File: config.mk
export PLATFORM = sky130hd
export DESIGN_NAME = flash_host_ctrl
export DESIGN_NICKNAME = d
export VERILOG_FILES = /design/src/hw/flash_host_pkg.sv /design/src/hw/flash_bus_if.sv /design/src/hw/flash_bus_cycle.sv /design/src/hw/flash_host_ctrl.sv
export SDC_FILE = /design/constraint.sdc
export NUM_CORES = 1
export LEC_CHECK = 0
export BUFFER_PORTS_ARGS = -buffer_cell sky130_fd_sc_hd__buf_2
export CORE_AREA = 2 2 112 114
export CTS_BUF_LIST = sky130_fd_sc_hd__clkbuf_8
export CTS_CLUSTER_DIAMETER = 120
export DETAILED_ROUTE_END_ITERATION = 12
export DIE_AREA = 0 0 114 116
export PLACE_DENSITY = 0.86
export SLEW_MARGIN = 20
export SYNTH_ARGS = -nofsm -noshare
export SYNTH_HDL_FRONTEND = slang
export SYNTH_SLANG_ARGS = --single-unit
File: constraint.sdc
create_clock -name clk -period 3.55 [get_ports clk]
set_input_delay 0.355 -clock clk [delete_from_list [all_inputs] [get_ports clk]]
set_output_delay 0.355 -clock clk [all_outputs]
set_load 0.01 [all_outputs]
File: src/hw/flash_host_pkg.sv
// Constants, types and helpers shared by the flash host controller files.
package flash_host_pkg;

	// ****************************************************************
	// Widths and timing
	// ****************************************************************
	localparam int AW          = 19;
	localparam int PW          = 18;
	localparam int DW          = 16;
	localparam int CLK_NS      = 20;
	localparam int STROBE_NS   = 100;
	localparam int SETTLE_NS   = 200;
	localparam int SYNC_CYC    = 2;
	localparam int STROBE_CYC  = (STROBE_NS + CLK_NS - 1) / CLK_NS;
	localparam int SETTLE_CYC  = (SETTLE_NS + CLK_NS - 1) / CLK_NS;
	localparam logic [3:0] STROBE_CNT = 4'(STROBE_CYC);
	localparam logic [3:0] READ_CNT   = 4'(STROBE_CYC + SYNC_CYC);
	localparam logic [3:0] SETTLE_CNT = 4'(SETTLE_CYC);

	// ****************************************************************
	// Command addresses, codes and pin fields
	// ****************************************************************
	localparam logic [AW-1:0] W_UNLOCK1 = 19'h0_0555;
	localparam logic [AW-1:0] W_UNLOCK2 = 19'h0_02AA;
	localparam logic [AW-1:0] B_UNLOCK1 = 19'h0_0AAA;
	localparam logic [AW-1:0] B_UNLOCK2 = 19'h0_0555;
	localparam logic [7:0] D_UNLOCK1     = 8'hAA;
	localparam logic [7:0] D_UNLOCK2     = 8'h55;
	localparam logic [7:0] D_ID          = 8'h90;
	localparam logic [7:0] D_PROG        = 8'hA0;
	localparam logic [7:0] D_ERASE_SETUP = 8'h80;
	localparam logic [7:0] D_CHIP        = 8'h10;
	localparam logic [7:0] D_SECTOR      = 8'h30;
	localparam logic [7:0] D_RESET       = 8'hF0;
	localparam int ID_SEL_BIT = 0;
	localparam int A9_BIT     = 9;
	localparam logic [DW-1:0] OE_NONE    = 16'h0000;
	localparam logic [DW-1:0] OE_WORD_WR = 16'hFFFF;
	localparam logic [DW-1:0] OE_BYTE_WR = 16'h80FF;
	localparam logic [DW-1:0] OE_BYTE_RD = 16'h8000;

	typedef enum logic [2:0] {
		CMD_RESET    = 3'h0,
		CMD_READ     = 3'h1,
		CMD_ID       = 3'h2,
		CMD_PROG     = 3'h3,
		CMD_CHIP_ER  = 3'h4,
		CMD_SECT_ER  = 3'h5,
		CMD_HV_ID    = 3'h6
	} cmd_t;

	typedef struct packed {
		logic          wr;
		logic [AW-1:0] addr;
		logic [DW-1:0] data;
		logic          last;
	} step_t;

	function automatic logic [DW-1:0] cmd_word(input logic [7:0] d);
		return {8'h00, d};
	endfunction

	function automatic logic [AW-1:0] unlock_addr(input logic second, input logic bm);
		if (bm) begin
			return second ? B_UNLOCK2 : B_UNLOCK1;
		end
		return second ? W_UNLOCK2 : W_UNLOCK1;
	endfunction

	// Byte addresses carry the low address pin in bit 0, so pin An sits one bit up.
	function automatic logic [AW-1:0] id_addr(input logic sel, input logic bm, input logic hv);
		logic [AW-1:0] a;
		a = '0;
		if (bm) begin
			a[ID_SEL_BIT + 1] = sel;
			a[A9_BIT + 1]     = hv;
		end else begin
			a[ID_SEL_BIT] = sel;
			a[A9_BIT]     = hv;
		end
		return a;
	endfunction

	function automatic logic is_long(input cmd_t c);
		return (c == CMD_PROG) || (c == CMD_CHIP_ER) || (c == CMD_SECT_ER);
	endfunction

endpackage

File: src/hw/flash_bus_if.sv
// Link between the command sequencer and the pin cycle engine.
interface flash_bus_if;
	import flash_host_pkg::*;
	logic                req;
	logic                wr;
	logic                hv;
	logic                byte_mode;
	logic [AW-1:0]       addr;
	logic [DW-1:0]       wdata;
	logic                done;
	logic [DW-1:0]       rdata;
	modport seq (output req, wr, hv, byte_mode, addr, wdata, input done, rdata);
	modport eng (input req, wr, hv, byte_mode, addr, wdata, output done, rdata);
endinterface

File: src/hw/flash_bus_cycle.sv
// Pin cycle engine: runs one read or write cycle on the flash pins.
module flash_bus_cycle
	import flash_host_pkg::*;
(
	input  wire logic          clk,
	input  wire logic          srst,
	flash_bus_if.eng           bus,
	input  wire logic [DW-1:0] dq_i,
	output logic               ce_n,
	output logic               oe_n,
	output logic               we_n,
	output logic               byte_n,
	output logic               a9_hv,
	output logic [PW-1:0]      addr,
	output logic [DW-1:0]      dq_o,
	output logic [DW-1:0]      dq_oe
);

	typedef enum logic [3:0] {
		E_IDLE   = 4'b0001,
		E_SETUP  = 4'b0010,
		E_STROBE = 4'b0100,
		E_HOLD   = 4'b1000
	} eng_st_t;

	eng_st_t       st_q, st_d;
	logic [3:0]    cnt_q, cnt_d;
	logic          ce_q, ce_d, oe_q, oe_d, we_q, we_d, byte_n_q, byte_n_d;
	logic          hv_q, hv_d, wr_q, wr_d, done_q, done_d;
	logic [PW-1:0] addr_q, addr_d;
	logic [DW-1:0] dqo_q, dqo_d, dqoe_q, dqoe_d, rdata_q, rdata_d;
	logic [DW-1:0] dq_m_q, dq_s_q;

	// ****************************************************************
	// Cycle sequencing
	// ****************************************************************
	always_comb begin
		st_d     = st_q;
		cnt_d    = cnt_q;
		ce_d     = ce_q;
		oe_d     = oe_q;
		we_d     = we_q;
		byte_n_d = byte_n_q;
		hv_d     = hv_q;
		wr_d     = wr_q;
		addr_d   = addr_q;
		dqo_d    = dqo_q;
		dqoe_d   = dqoe_q;
		rdata_d  = rdata_q;
		done_d   = 1'b0;
		case (st_q)
			E_IDLE: begin
				// A request still high in the done cycle is the old one.
				if (bus.req && !done_q) begin
					st_d     = E_SETUP;
					ce_d     = 1'b0;
					wr_d     = bus.wr;
					hv_d     = bus.hv;
					byte_n_d = !bus.byte_mode;
					if (bus.byte_mode) begin
						addr_d = bus.addr[AW-1:1];
						dqo_d  = {bus.addr[0], 7'h00, bus.wdata[7:0]};
						dqoe_d = bus.wr ? OE_BYTE_WR : OE_BYTE_RD;
					end else begin
						addr_d = bus.addr[PW-1:0];
						dqo_d  = bus.wdata;
						dqoe_d = bus.wr ? OE_WORD_WR : OE_NONE;
					end
				end
			end
			E_SETUP: begin
				st_d = E_STROBE;
				if (wr_q) begin
					we_d  = 1'b0;
					cnt_d = STROBE_CNT - 4'h1;
				end else begin
					oe_d  = 1'b0;
					cnt_d = READ_CNT - 4'h1;
				end
			end
			E_STROBE: begin
				if (cnt_q == 4'h0) begin
					st_d = E_HOLD;
					we_d = 1'b1;
					oe_d = 1'b1;
					if (!wr_q) begin
						// Only the low byte means anything in byte mode.
						rdata_d = byte_n_q ? dq_s_q : {8'h00, dq_s_q[7:0]};
					end
				end else begin
					cnt_d = cnt_q - 4'h1;
				end
			end
			E_HOLD: begin
				st_d   = E_IDLE;
				ce_d   = 1'b1;
				hv_d   = 1'b0;
				dqoe_d = OE_NONE;
				done_d = 1'b1;
			end
			default: begin
				st_d = E_IDLE;
			end
		endcase
	end

	always_ff @(posedge clk) begin
		if (srst) begin
			st_q     <= E_IDLE;
			cnt_q    <= 4'h0;
			ce_q     <= 1'b1;
			oe_q     <= 1'b1;
			we_q     <= 1'b1;
			byte_n_q <= 1'b1;
			hv_q     <= 1'b0;
			wr_q     <= 1'b0;
			done_q   <= 1'b0;
			addr_q   <= '0;
			dqo_q    <= '0;
			dqoe_q   <= OE_NONE;
			rdata_q  <= '0;
			dq_m_q   <= '0;
			dq_s_q   <= '0;
		end else begin
			st_q     <= st_d;
			cnt_q    <= cnt_d;
			ce_q     <= ce_d;
			oe_q     <= oe_d;
			we_q     <= we_d;
			byte_n_q <= byte_n_d;
			hv_q     <= hv_d;
			wr_q     <= wr_d;
			done_q   <= done_d;
			addr_q   <= addr_d;
			dqo_q    <= dqo_d;
			dqoe_q   <= dqoe_d;
			rdata_q  <= rdata_d;
			dq_m_q   <= dq_i;
			dq_s_q   <= dq_m_q;
		end
	end

	assign bus.done  = done_q;
	assign bus.rdata = rdata_q;
	assign ce_n      = ce_q;
	assign oe_n      = oe_q;
	assign we_n      = we_q;
	assign byte_n    = byte_n_q;
	assign a9_hv     = hv_q;
	assign addr      = addr_q;
	assign dq_o      = dqo_q;
	assign dq_oe     = dqoe_q;

	// ****************************************************************
	// Checks
	// ****************************************************************
	strobe_excl_a: assert property (@(posedge clk) disable iff (srst) oe_q || we_q)
		else $error("write and output strobes both low");
	wr_strobe_a: assert property (@(posedge clk) disable iff (srst)
		$fell(we_q) |-> !ce_q && oe_q && (dqoe_q != OE_NONE))
		else $error("write strobe without select or data drive");
	rd_strobe_a: assert property (@(posedge clk) disable iff (srst)
		$fell(oe_q) |-> !ce_q && we_q && (dqoe_q[14:0] == 15'h0000))
		else $error("read strobe while driving data lines");
	wr_len_a: assert property (@(posedge clk) disable iff (srst)
		$fell(we_q) |-> (!we_q) [*5] ##1 we_q)
		else $error("write strobe width wrong");
	hv_id_a: assert property (@(posedge clk) disable iff (srst)
		hv_q |-> we_q && !addr_q[6] && !addr_q[1] && addr_q[A9_BIT])
		else $error("elevated id voltage with wrong address or write");

endmodule

File: src/hw/flash_host_ctrl.sv
// Host-side controller that drives a parallel flash through its command sequences.
//
// Functional notes
// - Voltage identifier read: A9 elevated, A6 and A1 low, no command.
// - Identifier codes are also reached by the keyed command sequence.
// - One write of F0 to any address returns the device to array read.
// - Identifier: AA to 555, 55 to 2AA, 90 to 555, then reads.
// - Program: AA/555, 55/2AA, A0/555, then data to target address.
// - Chip erase: AA,55,80,AA,55 unlock writes, then 10 to 555.
// - Sector erase: same five writes, then 30 to the sector address.
// - Byte mode uses AAA and 555 on A10 to A-1.
// - Read: select low, output enable low, write strobe high, reset high.
// - Write: select low, output enable high, write strobe low, reset high.
module flash_host_ctrl
	import flash_host_pkg::*;
(
	input  wire logic          clk,
	input  wire logic          srst,
	input  wire logic          cmd_valid,
	input  wire cmd_t          cmd_code,
	input  wire logic [AW-1:0] cmd_addr,
	input  wire logic [DW-1:0] cmd_data,
	input  wire logic          byte_mode,
	output logic               cmd_ready,
	output logic               rsp_valid,
	output logic [DW-1:0]      rsp_data,
	output logic               fl_ce_n,
	output logic               fl_oe_n,
	output logic               fl_we_n,
	output logic               fl_reset_n,
	output logic               fl_byte_n,
	output logic               fl_a9_hv,
	output logic [PW-1:0]      fl_addr,
	output logic [DW-1:0]      fl_dq_o,
	output logic [DW-1:0]      fl_dq_oe,
	input  wire logic [DW-1:0] fl_dq_i,
	input  wire logic          fl_ready_i
);

	typedef enum logic [4:0] {
		S_IDLE   = 5'b00001,
		S_CYCLE  = 5'b00010,
		S_SETTLE = 5'b00100,
		S_BUSY   = 5'b01000,
		S_RESP   = 5'b10000
	} seq_st_t;

	seq_st_t       st_q, st_d;
	cmd_t          cmd_q, cmd_d;
	logic [AW-1:0] addr_q, addr_d;
	logic [DW-1:0] data_q, data_d, rsp_data_q, rsp_data_d;
	logic [2:0]    step_q, step_d;
	logic [3:0]    cnt_q, cnt_d;
	logic          byte_q, byte_d, req_q, req_d;
	logic          ready_q, ready_d, rsp_valid_q, rsp_valid_d;
	logic          rst_pin_q, rdy_m_q, rdy_s_q;
	step_t         step;

	flash_bus_if bus ();

	// ****************************************************************
	// Command sequence table
	// ****************************************************************
	// Every keyed sequence starts from its first unlock write, so the host never
	// leaves the device part way through a key it could misread.
	function automatic step_t seq_step(input cmd_t c, input logic [2:0] i, input logic bm,
		input logic [AW-1:0] ua, input logic [DW-1:0] ud);
		step_t         s;
		logic [AW-1:0] u1;
		logic [AW-1:0] u2;
		u1     = unlock_addr(1'b0, bm);
		u2     = unlock_addr(1'b1, bm);
		s.wr   = 1'b1;
		s.addr = u1;
		s.data = cmd_word(D_UNLOCK1);
		s.last = 1'b0;
		case (c)
			CMD_RESET: begin
				s.addr = ua;
				s.data = cmd_word(D_RESET);
				s.last = 1'b1;
			end
			CMD_READ: begin
				s.wr   = 1'b0;
				s.addr = ua;
				s.last = 1'b1;
			end
			CMD_HV_ID: begin
				s.wr   = 1'b0;
				s.addr = id_addr(ua[0], bm, 1'b1);
				s.last = 1'b1;
			end
			default: begin
				case (i)
					3'h0: s.data = cmd_word(D_UNLOCK1);
					3'h1: begin
						s.addr = u2;
						s.data = cmd_word(D_UNLOCK2);
					end
					3'h2: begin
						if (c == CMD_ID) begin
							s.data = cmd_word(D_ID);
						end else if (c == CMD_PROG) begin
							s.data = cmd_word(D_PROG);
						end else begin
							s.data = cmd_word(D_ERASE_SETUP);
						end
					end
					3'h3: begin
						if (c == CMD_ID) begin
							s.wr   = 1'b0;
							s.addr = id_addr(ua[0], bm, 1'b0);
							s.last = 1'b1;
						end else if (c == CMD_PROG) begin
							s.addr = ua;
							s.data = bm ? cmd_word(ud[7:0]) : ud;
							s.last = 1'b1;
						end
					end
					3'h4: begin
						s.addr = u2;
						s.data = cmd_word(D_UNLOCK2);
					end
					default: begin
						s.last = 1'b1;
						if (c == CMD_SECT_ER) begin
							s.addr = ua;
							s.data = cmd_word(D_SECTOR);
						end else begin
							s.data = cmd_word(D_CHIP);
						end
					end
				endcase
			end
		endcase
		return s;
	endfunction

	// The table is the only source of bus traffic, which keeps every write on
	// a valid sequence and avoids an accidental abort.
	assign step          = seq_step(cmd_q, step_q, byte_q, addr_q, data_q);
	assign bus.req       = req_q;
	assign bus.wr        = step.wr;
	assign bus.hv        = (cmd_q == CMD_HV_ID);
	assign bus.byte_mode = byte_q;
	assign bus.addr      = step.addr;
	assign bus.wdata     = step.data;

	// ****************************************************************
	// Sequencer
	// ****************************************************************
	always_comb begin
		st_d        = st_q;
		cmd_d       = cmd_q;
		addr_d      = addr_q;
		data_d      = data_q;
		byte_d      = byte_q;
		step_d      = step_q;
		cnt_d       = cnt_q;
		req_d       = req_q;
		ready_d     = ready_q;
		rsp_data_d  = rsp_data_q;
		rsp_valid_d = 1'b0;
		case (st_q)
			S_IDLE: begin
				ready_d = 1'b1;
				if (cmd_valid && ready_q) begin
					st_d    = S_CYCLE;
					cmd_d   = cmd_code;
					addr_d  = cmd_addr;
					data_d  = cmd_data;
					byte_d  = byte_mode;
					step_d  = 3'h0;
					req_d   = 1'b1;
					ready_d = 1'b0;
				end
			end
			S_CYCLE: begin
				if (bus.done) begin
					if (step.last) begin
						req_d = 1'b0;
						if (!step.wr) begin
							rsp_data_d = bus.rdata;
						end
						if (is_long(cmd_q)) begin
							st_d  = S_SETTLE;
							cnt_d = SETTLE_CNT;
						end else begin
							st_d = S_RESP;
						end
					end else begin
						step_d = step_q + 3'h1;
					end
				end
			end
			S_SETTLE: begin
				// The busy flag lags the last write, so it is not trusted at once.
				if (cnt_q == 4'h0) begin
					st_d = S_BUSY;
				end else begin
					cnt_d = cnt_q - 4'h1;
				end
			end
			S_BUSY: begin
				if (rdy_s_q) begin
					st_d = S_RESP;
				end
			end
			S_RESP: begin
				rsp_valid_d = 1'b1;
				ready_d     = 1'b1;
				st_d        = S_IDLE;
			end
			default: begin
				st_d = S_IDLE;
			end
		endcase
	end

	always_ff @(posedge clk) begin
		if (srst) begin
			st_q        <= S_IDLE;
			cmd_q       <= CMD_READ;
			addr_q      <= '0;
			data_q      <= '0;
			byte_q      <= 1'b0;
			step_q      <= 3'h0;
			cnt_q       <= 4'h0;
			req_q       <= 1'b0;
			ready_q     <= 1'b0;
			rsp_data_q  <= '0;
			rsp_valid_q <= 1'b0;
			rst_pin_q   <= 1'b0;
			rdy_m_q     <= 1'b0;
			rdy_s_q     <= 1'b0;
		end else begin
			st_q        <= st_d;
			cmd_q       <= cmd_d;
			addr_q      <= addr_d;
			data_q      <= data_d;
			byte_q      <= byte_d;
			step_q      <= step_d;
			cnt_q       <= cnt_d;
			req_q       <= req_d;
			ready_q     <= ready_d;
			rsp_data_q  <= rsp_data_d;
			rsp_valid_q <= rsp_valid_d;
			rst_pin_q   <= 1'b1;
			rdy_m_q     <= fl_ready_i;
			rdy_s_q     <= rdy_m_q;
		end
	end

	flash_bus_cycle u_cycle (
		.clk    (clk),
		.srst   (srst),
		.bus    (bus.eng),
		.dq_i   (fl_dq_i),
		.ce_n   (fl_ce_n),
		.oe_n   (fl_oe_n),
		.we_n   (fl_we_n),
		.byte_n (fl_byte_n),
		.a9_hv  (fl_a9_hv),
		.addr   (fl_addr),
		.dq_o   (fl_dq_o),
		.dq_oe  (fl_dq_oe)
	);

	assign cmd_ready  = ready_q;
	assign rsp_valid  = rsp_valid_q;
	assign rsp_data   = rsp_data_q;
	assign fl_reset_n = rst_pin_q;

	// ****************************************************************
	// Checks
	// ****************************************************************
	reset_pin_a: assert property (@(posedge clk) disable iff (srst)
		cmd_ready |-> fl_reset_n)
		else $error("ready while flash reset pin low");
	reset_cmd_a: assert property (@(posedge clk) disable iff (srst)
		(req_q && cmd_q == CMD_RESET) |-> step.wr && step.last && step.data[7:0] == D_RESET)
		else $error("reset command not a single F0 write");
	unlock_first_a: assert property (@(posedge clk) disable iff (srst)
		(req_q && step_q == 3'h0 && cmd_q != CMD_RESET && cmd_q != CMD_READ
		&& cmd_q != CMD_HV_ID) |-> step.wr && step.data[7:0] == D_UNLOCK1
		&& step.addr == unlock_addr(1'b0, byte_q))
		else $error("keyed sequence does not open with first unlock");
	chip_last_a: assert property (@(posedge clk) disable iff (srst)
		(req_q && cmd_q == CMD_CHIP_ER && step.last) |-> step_q == 3'h5
		&& step.data[7:0] == D_CHIP && step.addr == unlock_addr(1'b0, byte_q))
		else $error("chip erase final write wrong");
	sect_last_a: assert property (@(posedge clk) disable iff (srst)
		(req_q && cmd_q == CMD_SECT_ER && step.last) |-> step_q == 3'h5
		&& step.data[7:0] == D_SECTOR && step.addr == addr_q)
		else $error("sector erase final write wrong");
	busy_wait_a: assert property (@(posedge clk) disable iff (srst)
		(rsp_valid_q && is_long(cmd_q)) |-> $past(rdy_s_q, 2))
		else $error("long operation answered before device ready");

endmodule

==> summary.md, run 1 <==
| Metric | Value |
|---|---|
| Total power draw | 4.07 mW |
| Synthesized cell area | 7260 sq um |
| GR Overflow Total | 0 |
| Outcome | complete, no violations |
| Worst clock skew on the final layout | 0.0146 ns |
| Number of sinks driven by the clock tree | 173 |
| Proportion of netlist area held by the largest area contributor | 47.7% |
| Pre-antenna DRT Iters | 5 |
| Leakage power | 3.26 nW |
| Clock Pin Slew Worst Setup and Hold Paths | 0.09 ns |
| Required time of the critical path | 3.93 ns |
| Count of placed standard cells including taps | 1116 |
| Synthesized area divided by synthesized cell count | 8.12 sq um |
| CORE AREA | 11900 sq um |
| Post-route ant nets | 0 |
| Final Setup Violations | 0 |
| Setup TNS | 0 ns |
| Setup WS post-layout | 0.800 ns |
| Max-slew violation count | 0 |
| Class of the tightest hold or removal check | input port to register |
| Placement Setup Slack | 0.859 ns |
| Actual slew at the worst max-slew pin | 0.922 ns |
| Period utilisation layout | 77.5% |
| Count of input and output buffers | 132 |
| Number of instances resized during post-cts repair | 0 |
| Routability-driven placement congestion ratio | 0.964 |
| Area of all sequential standard cells | 3460 sq um |
| Async SR Flop Fraction | 0% |
| Source-to-sink clock delay at the later pin of the worst-skew pair | 0.47 ns |
| Total number of H-tree levels | 4 |
| First DRT Iteration DRCs | 460 |
| DIE WIDTH | 114 um |
| Share of post-route cells with drive strength above 1 | 18.8% |
| Synth cell types | 67 |
| Count of yosys warnings during synthesis | 0 |
| Total Routed Length | 18.1 mm |
| IR drop worst, VDD | 325 uV |
| Cell chosen for the clock root | sky130_fd_sc_hd__clkbuf_8 |
| Die height | 116 um |
| Largest net degree at the start of global routing | 95 |
| Antenna fix cells | 0 |
| Average detailed-routed wire length per instance | 15.7 um |
| Synth Net Count | 962 |
| Clock period minus final worst setup slack | 2.75 ns |
| Top cells by area, synth | sky130_fd_sc_hd__dfxtp_1 (48%), sky130_fd_sc_hd__nand2_1 (9.0%), sky130_fd_sc_hd__a21oi_1 (7.8%) |
| GRT Resource Usage Total | 27.9% |
| Most instantiated flip-flop cell in the synthesis netlist | sky130_fd_sc_hd__dfxtp_1 |
| Global-route wire length before repair | 28.9 mm |
| Top-count cell post-synth | sky130_fd_sc_hd__nand2_1 |
| Hold buffer count at cts | 0 |
| Setup Fix Bufs, Post-CTS | 0 |
| Final Hold Vio Count | 0 |
| Highest clock rate | 364 MHz |
| Proportion of synthesized chip area in sequential cells | 47.7% |
| Number of global-route vias before repair | 5908 |
| Syn Inst Count | 895 |
| DIE AREA | 13200 sq um |
| Arrival time of the worst setup path | 3.13 ns |
| Type of the worst setup path | register to register |
| Setup repair after global routing missed its margin | no |
| List of most frequent post-synthesis cells | sky130_fd_sc_hd__nand2_1 (175), sky130_fd_sc_hd__dfxtp_1 (173), sky130_fd_sc_hd__a21oi_1 (113), sky130_fd_sc_hd__nor2_1 (71), sky130_fd_sc_hd__nor2b_1 (41) |
| Final Net Count | 1055 |
| Largest area contributor in the netlist | sky130_fd_sc_hd__dfxtp_1 |
| Crit. End Element | register |
| Number of fillers in the final layout | 1000 |
| Via Count | 6502 |
| Bufs on Longest Clock Path | 2 |
| Critical-path maximum fanout | 11 |
| Area growth, synth to finish | 13.9% |
| Ports | 133 |
| Number of enable-type register cells in the synthesized netlist | 0 |
| Footprint of the multi-input gates | 3400 sq um |
| Count of max-cap constraint violations | 0 |
| Number of antenna violations at the first check in global routing | 0 |
| Starting density of the core | 61.0% |
| Rel. slew slack | 38.5% |
| Total CTS buffers | 17 |
| Vias per cell | 5.67 |
| Setup crit start kind | register |
| Ratio of total power to cell area | 492 nW/um^2 |
| Post-route DRC violation count | 0 |
| Number of storage elements in the synthesis netlist | 173 |
| CTS tree | yes |
| Row Count | 40 |
| Non-Filler Instances | 1147 |
| Half-perimeter wire length after placement | 12.5 mm |
==> area by class of cell <==
cell class | instances | share of cell area, %
Clock inverter | 12 | 1.83
Sequential cell | 173 | 41.9
Clock buffer | 19 | 3.16
Inverter | 18 | 0.817
Timing Repair Buffer | 143 | 9.01
Tap cell | 147 | 2.22
Multi-Input combinational cell | 635 | 41.1
==> critical path, stage by stage, from the launching register on <==
cell	delay [ns]
sky130_fd_sc_hd__dfxtp_1	0.51
sky130_fd_sc_hd__inv_1	0.14
sky130_fd_sc_hd__ha_1	0.37
sky130_fd_sc_hd__nor2_1	0.32
sky130_fd_sc_hd__nand2_1	0.27
sky130_fd_sc_hd__o21ai_1	0.41
sky130_fd_sc_hd__a21oi_1	0.11
sky130_fd_sc_hd__o31a_1	0.31
sky130_fd_sc_hd__a32o_1	0.20
==> layout by cell type, fill, tap and decap left out, types with 5 or more instances in the layout <==
cell type,count
sky130_fd_sc_hd__mux2i_1,7
sky130_fd_sc_hd__buf_4,12
sky130_fd_sc_hd__and3_1,8
sky130_fd_sc_hd__nand2b_1,6
sky130_fd_sc_hd__inv_1,17
sky130_fd_sc_hd__nor3_1,21
sky130_fd_sc_hd__o22ai_1,6
sky130_fd_sc_hd__a21o_1,5
sky130_fd_sc_hd__nor2_1,71
sky130_fd_sc_hd__nand2_1,175
sky130_fd_sc_hd__buf_2,131
sky130_fd_sc_hd__clkbuf_8,19
sky130_fd_sc_hd__nor2b_1,41
sky130_fd_sc_hd__nand3_1,27
sky130_fd_sc_hd__a21oi_1,113
sky130_fd_sc_hd__dfxtp_1,173
sky130_fd_sc_hd__ha_1,8
sky130_fd_sc_hd__a22oi_1,14
sky130_fd_sc_hd__o221ai_1,5
sky130_fd_sc_hd__o21ai_0,35
sky130_fd_sc_hd__a31oi_1,14
==> path summary, 6_finish.rpt <==
check,cells after the start,startpoint,slack [ns],endpoint
worst max-delay path,8,step_q[2]$_SDFFE_PP0P_,0.80,u_cycle.addr[9]$_SDFFE_PP0P_
worst min-delay path,2,fl_dq_i[13],0.09,u_cycle.dq_m_q[13]$_SDFF_PP0_
worst max register to register,8,step_q[2]$_SDFFE_PP0P_,0.80,u_cycle.addr[9]$_SDFFE_PP0P_
worst min register to register,2,u_cycle.dq_s_q[6]$_SDFF_PP0_,0.44,u_cycle.bus.rdata[6]$_SDFFE_PP0P_
==> power breakdown <==
group          internal, mW  switching [mW]  leakage (nW)
logic                 0.201           0.349          1.65
registers              2.04          0.0821          1.41
clock network         0.677           0.727         0.204
==> stage by stage <==
| stage | utilization, % | hold slack [ns] | instance area [sq um] |
|---|---|---|---|
| 2_1_floorplan | - | 0.414 | 7260 |
| 3_3_place_gp | 66.0 | 0.416 | 7860 |
| 3_5_place_dp | 66.0 | 0.420 | 7860 |
| 4_1_cts | 69.5 | 0.0738 | 8270 |
| 5_1_grt | 69.5 | 0.0711 | 8270 |
| 6_report | 69.5 | 0.0871 | 8270 |
==> registers in the layout, summed over array words and instances (netlist names), 3 cells and up <==
name	count
addr_q	19
cmd_q	3
cnt_q	4
data_q	16
rsp_data	16
st_q	5
step_q	3
u_cycle.addr	18
u_cycle.bus.rdata	16
u_cycle.cnt_q	4
u_cycle.dq_m_q	16
u_cycle.dq_o	16
u_cycle.dq_oe	3
u_cycle.dq_s_q	16
u_cycle.st_q	4
==> logic make-up (layout without fill, tap and decap cells) <==
kind of cell,Yosys count,count (layout),synth area share (%)
adder cells (fa/ha/maj),10,10,1.65
AO/OA/AOI/OAI,234,234,19.4
XOR/XNOR,3,3,0.362
flip-flops,173,173,47.7
buffers and inverters,87,192,5.53
multiplexers,7,7,0.965
AND/OR/NAND/NOR,381,381,24.4
==> per-layer routing <==
layer  global-route usage [%]  routed length (um)  vias to the layer above
met3                     6.54                1180                       30
met5                        0                   0                        -
met2                     46.3                8480                      225
met4                     10.4                 330                        0
li1                         -                   -                     3255
met1                     35.6                8070                     2992
Note: power is estimated with default switching activity, not from simulation.
==> run 2, diff against run 1 <==
--- a/config.mk
+++ b/config.mk
@@ -6,12 +6,12 @@
 export NUM_CORES = 1
 export LEC_CHECK = 0
 export BUFFER_PORTS_ARGS = -buffer_cell sky130_fd_sc_hd__buf_2
-export CORE_AREA = 2 2 112 114
+export CORE_AREA = 2 2 115 117
 export CTS_BUF_LIST = sky130_fd_sc_hd__clkbuf_8
 export CTS_CLUSTER_DIAMETER = 120
 export DETAILED_ROUTE_END_ITERATION = 12
-export DIE_AREA = 0 0 114 116
-export PLACE_DENSITY = 0.86
+export DIE_AREA = 0 0 117 119
+export PLACE_DENSITY = 0.82
 export SLEW_MARGIN = 20
 export SYNTH_ARGS = -nofsm -noshare
 export SYNTH_HDL_FRONTEND = slang
==> constraint.sdc (replaced) <==
create_clock -name clk -period 2.6 [get_ports clk]
set_input_delay 0.26 -clock clk [delete_from_list [all_inputs] [get_ports clk]]
set_output_delay 0.26 -clock clk [all_outputs]
set_load 0.01 [all_outputs]
==> run 2 against run 1 <==
Against the previous run: critical endpoint unchanged; routed wire length increased by 0.24%; clock skew shrank 0.00056 ns; largest power group unchanged; worst hold slack got worse by 0.065 ns.
==> summary.md, run 2 (synthesis results as in run 1) <==
| Metric | Value |
|---|---|
| Capture endpoint of the worst hold path | u_cycle.dq_m_q[3]$_SDFF_PP0_ (was u_cycle.dq_m_q[13]$_SDFF_PP0_) |
| Pre-antenna DRT Iters | 5 (unchanged) |
| Die height | 119 um (was 116 um) |
| Via Count | 6696 (was 6502) |
| Cell chosen for the clock root | sky130_fd_sc_hd__clkbuf_8 (unchanged) |
| Average detailed-routed wire length per instance | 15.0 um (was 15.7 um) |
| Clock Pin Slew Worst Setup and Hold Paths | 0.09 ns (about the same) |
| Routability-driven placement congestion ratio | 0.966 (was 0.964) |
| Number of sinks driven by the clock tree | 173 (unchanged) |
| First DRT Iteration DRCs | 620 (was 460) |
| Max-slew violation count | 0 (unchanged) |
| Antenna fix cells | 0 (unchanged) |
| Total Routed Length | 18.1 mm (about the same) |
| Most frequent cells in the layout | sky130_fd_sc_hd__nand2_1 (175), sky130_fd_sc_hd__dfxtp_1 (173), sky130_fd_sc_hd__buf_2 (131) (unchanged) |
| Post-layout utilization of the core | 66.8% (was 69.5%) |
| Vias per cell | 5.53 (was 5.67) |
| Cell depth of the worst min-delay path | 2 (unchanged) |
| Count of max-cap constraint violations | 0 (unchanged) |
| Setup TNS | 0 ns (unchanged) |
| Final Net Count | 1089 (was 1055) |
| Launch instance of the worst register-to-register path | step_q[0]$_SDFFE_PP0P_ (was step_q[2]$_SDFFE_PP0P_) |
| Total CTS buffers | 17 (unchanged) |
| Path depth of the worst reg2reg path | 8 (unchanged) |
| Type of the worst setup path | register to register (unchanged) |
| Setup repair after global routing missed its margin | no (unchanged) |
| Worst clock skew on the final layout | 0.0141 ns (was 0.0146 ns) |
| Master of the slowest instance on the critical path | sky130_fd_sc_hd__dfxtp_1 (unchanged) |
| Largest net degree at the start of global routing | 75 (was 95) |
| Actual slew at the worst max-slew pin | 0.704 ns (was 0.922 ns) |
| Total power draw | 5.56 mW (was 4.07 mW) |
| Bufs and invs on worst path | 0 (was 1) |
| Rel. slew slack | 53.1% (was 38.5%) |
| Ratio of total power to cell area | 646 nW/um^2 (was 492 nW/um^2) |
| Post-route ant nets | 0 (unchanged) |
| CORE AREA | 12900 sq um (was 11900 sq um) |
| Required time of the critical path | 2.95 ns (was 3.93 ns) |
| CTS tree | yes (unchanged) |
| DIE WIDTH | 117 um (was 114 um) |
| Leakage power | 3.42 nW (was 3.26 nW) |
| Half-perimeter wire length after placement | 12.8 mm (was 12.5 mm) |
| Largest incremental delay on the critical path | 0.40 ns (was 0.51 ns) |
| Period utilisation layout | 90.4% (was 77.5%) |
| IR drop worst, VDD | 474 uV (was 325 uV) |
| Outcome | complete, no violations (unchanged) |
| Worst Hold Launch | fl_dq_i[3] (was fl_dq_i[13]) |
| Count of input and output buffers | 132 (unchanged) |
| Clock period minus final worst setup slack | 2.35 ns (was 2.75 ns) |
| Total number of H-tree levels | 4 (unchanged) |
| GRT Resource Usage Total | 27.0% (was 27.9%) |
| Series of cell instances along the critical path | ha_1 -> ha_1 -> nor2_1 -> o311ai_1 -> and3_2 -> a21oi_1 -> o31a_1 -> a32o_1 (was inv_1 -> ha_1 -> nor2_1 -> nand2_1 -> o21ai_1 -> a21oi_1 -> o31a_1 -> a32o_1) |
| Number of antenna violations at the first check in global routing | 0 (unchanged) |
| Critical-path maximum fanout | 8 (was 11) |
| Final Setup Violations | 0 (unchanged) |
| Area growth, synth to finish | 18.4% (was 13.9%) |
| Number of global-route vias before repair | 6102 (was 5908) |
| Most frequent cell on the critical path | sky130_fd_sc_hd__ha_1 |
| Setup crit start kind | register (unchanged) |
| Share of post-route cells with drive strength above 1 | 20.0% (was 18.8%) |
| Most common library cell in the layout ignoring fill and taps | sky130_fd_sc_hd__nand2_1 (unchanged) |
| Number of fillers in the final layout | 1093 (was 1000) |
| Top register by number of flip-flops | addr_q (unchanged) |
| Class of the tightest hold or removal check | input port to register (unchanged) |
| Row Count | 42 (was 40) |
| Highest clock rate | 425 MHz (was 364 MHz) |
| Bufs on Longest Clock Path | 2 (unchanged) |
| Hold WS | 0.0218 ns (was 0.0871 ns) |
| Source-to-sink clock delay at the later pin of the worst-skew pair | 0.46 ns (was 0.47 ns) |
| Final Hold Vio Count | 0 (unchanged) |
| Flip-flop count of the largest register, all copies and words added | 19 (unchanged) |
| Endpoint of the worst register-to-register path | u_cycle.addr[9]$_SDFFE_PP0P_ (unchanged) |
| DIE AREA | 13900 sq um (was 13200 sq um) |
| Starting density of the core | 56.4% (was 61.0%) |
| Crit. End Element | register (unchanged) |
| Global-route wire length before repair | 29.5 mm (was 28.9 mm) |
| Crit-path leading delay family | compound AO/OA/AOI/OAI gates (unchanged) |
| Arrival time of the worst setup path | 2.70 ns (was 3.13 ns) |
| Post-route DRC violation count | 0 (unchanged) |
| R2r setup slk | 0.25 ns (was 0.80 ns) |
| GR Overflow Total | 0 (unchanged) |
| Ports | 133 (unchanged) |
## run 2: changes by cell type in the layout (fill, tap and decap cells not counted), sizes merged
| cell | delta |
|---|---|
| buf | +18 |
| dlygate4sd3 | +16 |
| inv | +3 |
| clkbuf | -2 |
| clkinv | +1 |
| clkinvlp | -1 |
## run 2: layer usage
layer / track usage, % / vias up / wire [um]
li1: - / 3331 / -
met1: 36.5 / 3112 / 8260
met2: 42.4 / 226 / 8390
met3: 6.36 / 27 / 1150
met4: 9.04 / 0 / 311
met5: 0 / - / 0
## run 2: worst max path at each step
stage / from / to / slack [ns] / cells past startpoint
2_1_floorplan: step_q[2]$_SDFFE_PP0P_ / u_cycle.addr[9]$_SDFFE_PP0P_ / 0.48 / 9
3_3_place_gp: step_q[0]$_SDFFE_PP0P_ / u_cycle.addr[9]$_SDFFE_PP0P_ / 0.27 / 8
3_5_place_dp: step_q[0]$_SDFFE_PP0P_ / u_cycle.addr[9]$_SDFFE_PP0P_ / 0.22 / 8
4_1_cts: step_q[0]$_SDFFE_PP0P_ / u_cycle.addr[9]$_SDFFE_PP0P_ / 0.19 / 8
5_1_grt: step_q[0]$_SDFFE_PP0P_ / u_cycle.addr[9]$_SDFFE_PP0P_ / 0.04 / 8
6_report: step_q[0]$_SDFFE_PP0P_ / u_cycle.addr[9]$_SDFFE_PP0P_ / 0.25 / 8
## run 2: through the flow
stage	std cells	area, sq um	setup slack [ns]
detailed placement	1163	8040	0.222
CTS	1211	8600	0.192
global placement	1163	8040	0.265
global route	1211	8600	0.0419
finish	1211	8600	0.250
floorplan	895	7260	0.485
## run 2: layout make-up
class / instances / area (sq um) / area share [%]
clock buffers: 17 / 234 / 2.72
well taps: 176 / 220 / 2.56
inverters: 18 / 67.6 / 0.785
repair buffers: 177 / 1050 / 12.2
flip-flops and latches: 173 / 3460 / 40.3
multi-input cells: 635 / 3400 / 39.6
clock inverters: 15 / 160 / 1.86
## run 2: what timing repair did
item / in CTS / in global routing
hold endpoints to repair: 16 / 0
endpoints found under the setup margin: 0 / 3
setup buffers: 0 / 0
gates resized for setup: 0 / 2
hold buffers: 16 / 0
## run 2: power breakdown
group	leakage, nW	internal (mW)	switching [mW]
registers	1.41	2.78	0.104
clock network	0.208	0.870	1.00
logic	1.80	0.315	0.490
==> run 3, diff against run 2 <==
--- a/config.mk
+++ b/config.mk
@@ -11,8 +11,9 @@
 export CTS_CLUSTER_DIAMETER = 120
 export DETAILED_ROUTE_END_ITERATION = 12
 export DIE_AREA = 0 0 117 119
-export PLACE_DENSITY = 0.82
+export PLACE_DENSITY = 0.81
 export SLEW_MARGIN = 20
 export SYNTH_ARGS = -nofsm -noshare
 export SYNTH_HDL_FRONTEND = slang
 export SYNTH_SLANG_ARGS = --single-unit
+export TNS_END_PERCENT = 1
==> run 3 against run 2 <==
Against the previous run: critical endpoint is now u_cycle.addr[2]$_SDFFE_PP0P_; critical path type unchanged; clock skew increased by 0.0025 ns; sequential power about the same; worst hold slack got worse by 0.0011 ns; routed wire length decreased by 0.68%; die area unchanged; worst setup slack got worse by 0.026 ns; sequential share of layout area decreased by 0.43 points; utilization increased by 0.73 points; largest cell class unchanged.
==> summary.md, run 3 (synthesis results as in run 1) <==
| Metric | Value |
|---|---|
| Ratio of total power to cell area | 649 nW/um^2 (was 646 nW/um^2) |
| Arrival time of the worst setup path | 2.75 ns (was 2.70 ns) |
| Outcome | complete, no violations (unchanged) |
| Number of sinks driven by the clock tree | 173 (unchanged) |
| Class of the tightest hold or removal check | input port to register (unchanged) |
| Highest clock rate | 421 MHz (was 425 MHz) |
| Leakage power | 3.45 nW (was 3.42 nW) |
| Type of the worst setup path | register to register (unchanged) |
| Global-route wire length before repair | 29.2 mm (was 29.5 mm) |
| Clock Pin Slew Worst Setup and Hold Paths | 0.10 ns (was 0.09 ns) |
| Final Hold Vio Count | 0 (unchanged) |
| Setup repair after global routing missed its margin | no (unchanged) |
| Source-to-sink clock delay at the later pin of the worst-skew pair | 0.47 ns (was 0.46 ns) |
| Total Routed Length | 18.0 mm (was 18.1 mm) |
| Flip-flop count of the largest register, all copies and words added | 19 (unchanged) |
| GR Overflow Total | 0 (unchanged) |
| Setup WS post-layout | 0.224 ns (was 0.250 ns) |
| Top register by number of flip-flops | addr_q (unchanged) |
| Largest net degree at the start of global routing | 147 (was 75) |
| GRT Resource Usage Total | 26.6% (was 27.0%) |
| Row Count | 42 (unchanged) |
| Post-route DRC violation count | 0 (unchanged) |
| IR drop worst, VDD | 487 uV (was 474 uV) |
| Pre-antenna DRT Iters | 5 (unchanged) |
| Max-slew violation count | 0 (unchanged) |
| Number of global-route vias before repair | 6152 (was 6102) |
| Average detailed-routed wire length per instance | 14.8 um (was 15.0 um) |
| Setup Fix Bufs, Post-CTS | 0 (unchanged) |
| Period utilisation layout | 91.4% (was 90.4%) |
| Routability-driven placement congestion ratio | 0.983 (was 0.966) |
| Rel. slew slack | 57.9% (was 53.1%) |
| Final Net Count | 1095 (was 1089) |
| Post-route ant nets | 0 (unchanged) |
| Worst clock skew on the final layout | 0.0166 ns (was 0.0141 ns) |
| Half-perimeter wire length after placement | 12.1 mm (was 12.8 mm) |
| Most common library cell in the layout ignoring fill and taps | sky130_fd_sc_hd__nand2_1 (unchanged) |
| Bufs on Longest Clock Path | 2 (unchanged) |
| Cell chosen for the clock root | sky130_fd_sc_hd__clkbuf_8 (unchanged) |
| Via Count | 6702 (was 6696) |
| Count of input and output buffers | 132 (unchanged) |
| Total non-filler cell area in the finished layout | 8700 sq um (was 8600 sq um) |
| DIE WIDTH | 117 um (unchanged) |
| CTS tree | yes (unchanged) |
| Count of max-cap constraint violations | 0 (unchanged) |
| Vias per cell | 5.51 (was 5.53) |
| Share of post-route cells with drive strength above 1 | 19.8% (was 20.0%) |
| Post-layout utilization of the core | 67.5% (was 66.8%) |
| Area growth, synth to finish | 19.7% (was 18.4%) |
| First DRT Iteration DRCs | 510 (was 620) |
| Most frequent cells in the layout | sky130_fd_sc_hd__nand2_1 (175), sky130_fd_sc_hd__dfxtp_1 (173), sky130_fd_sc_hd__buf_2 (131) (unchanged) |
| Die height | 119 um (unchanged) |
| Setup TNS | 0 ns (unchanged) |
| CORE AREA | 12900 sq um (unchanged) |
| Final Setup Violations | 0 (unchanged) |
| Setup crit start kind | register (unchanged) |
| Actual slew at the worst max-slew pin | 0.631 ns (was 0.704 ns) |
| Total number of H-tree levels | 4 (unchanged) |
| DIE AREA | 13900 sq um (unchanged) |
| Ports | 133 (unchanged) |
| Clock period minus final worst setup slack | 2.38 ns (was 2.35 ns) |
| Crit. End Element | register (unchanged) |
| Antenna fix cells | 0 (unchanged) |
| Starting density of the core | 56.4% (unchanged) |
| Number of antenna violations at the first check in global routing | 0 (unchanged) |
| Placement Setup Slack | 0.105 ns (was 0.222 ns) |
| Instance area at placement | 8030 sq um (was 8040 sq um) |
| Required time of the critical path | 2.97 ns (was 2.95 ns) |
| Critical-path maximum fanout | 11 (was 8) |
| Total CTS buffers | 17 (unchanged) |
[run 3: cell count changes in the layout (fill, tap and decap cells not counted), sizes merged]
cell / change
dlygate4sd3: +8
clkinv: +1
buf: -2
clkinvlp: -1
clkbuf: +1
inv: -1
[run 3: worst paths after layout]
check                                                  start                      endpoint  slack [ns]  cells after the start
worst min-delay path                             cmd_code[1]         cmd_q[1]$_SDFFE_PP0P_        0.02                      3
worst max register to register        step_q[0]$_SDFFE_PP0P_  u_cycle.addr[2]$_SDFFE_PP0P_        0.22                      8
worst min register to register  u_cycle.dq_m_q[6]$_SDFF_PP0_  u_cycle.dq_s_q[6]$_SDFF_PP0_        0.44                      1
worst max-delay path                  step_q[0]$_SDFFE_PP0P_  u_cycle.addr[2]$_SDFFE_PP0P_        0.22                      8
[run 3: critical path, cell delays in order (launching register included)]
cell                       delay (ns)
sky130_fd_sc_hd__dfxtp_1         0.40
sky130_fd_sc_hd__inv_1           0.08
sky130_fd_sc_hd__ha_1            0.32
sky130_fd_sc_hd__nor2_1          0.32
sky130_fd_sc_hd__o21ai_0         0.14
sky130_fd_sc_hd__o311a_1         0.25
sky130_fd_sc_hd__a211oi_2        0.41
sky130_fd_sc_hd__o21ai_1         0.12
sky130_fd_sc_hd__a221oi_1        0.23
[run 3: stage by stage]
step	total power, mW	cells	hold WS (ns)
floorplan	3.45	895	0.344
global placement	3.70	1161	0.416
detailed placement	3.71	1161	0.422
CTS	5.66	1216	0.000267
global route	5.90	1217	0.0121
finish	5.64	1217	0.0207
[run 3: what timing repair did]
| item | 4_1_cts | 5_1_grt |
|---|---|---|
| resized for setup | 0 | 2 |
| hold endpoints to repair | 23 | 1 |
| hold buffers | 23 | 1 |
| setup endpoints to repair | 0 | 6 |
[run 3: routing by layer]
metal / vias to the layer above / global-route usage, % / share of wire [%]
li1: 3349 / - / -
met3: 36 / 6.46 / 7.3
met1: 3048 / 34.2 / 42
met2: 269 / 42.7 / 48
met5: - / 0 / 0
met4: 0 / 10.7 / 2.5
[run 3: final cells by class]
cell class                      count  area, sq um
Fill cell                        1060         4180
Sequential cell                   173         3460
Multi-Input combinational cell    635         3400
Timing Repair Buffer              183         1120
Clock buffer                       18          248
Tap cell                          176          220
Clock inverter                     14          175
Inverter                           18         67.6
[run 3: power breakdown]
group / switching, mW / leakage, nW / internal (mW) / total, mW
Combinational: 0.478 / 1.82 / 0.322 / 0.800
Clock: 1.03 / 0.218 / 0.917 / 1.95
Sequential: 0.114 / 1.41 / 2.78 / 2.89
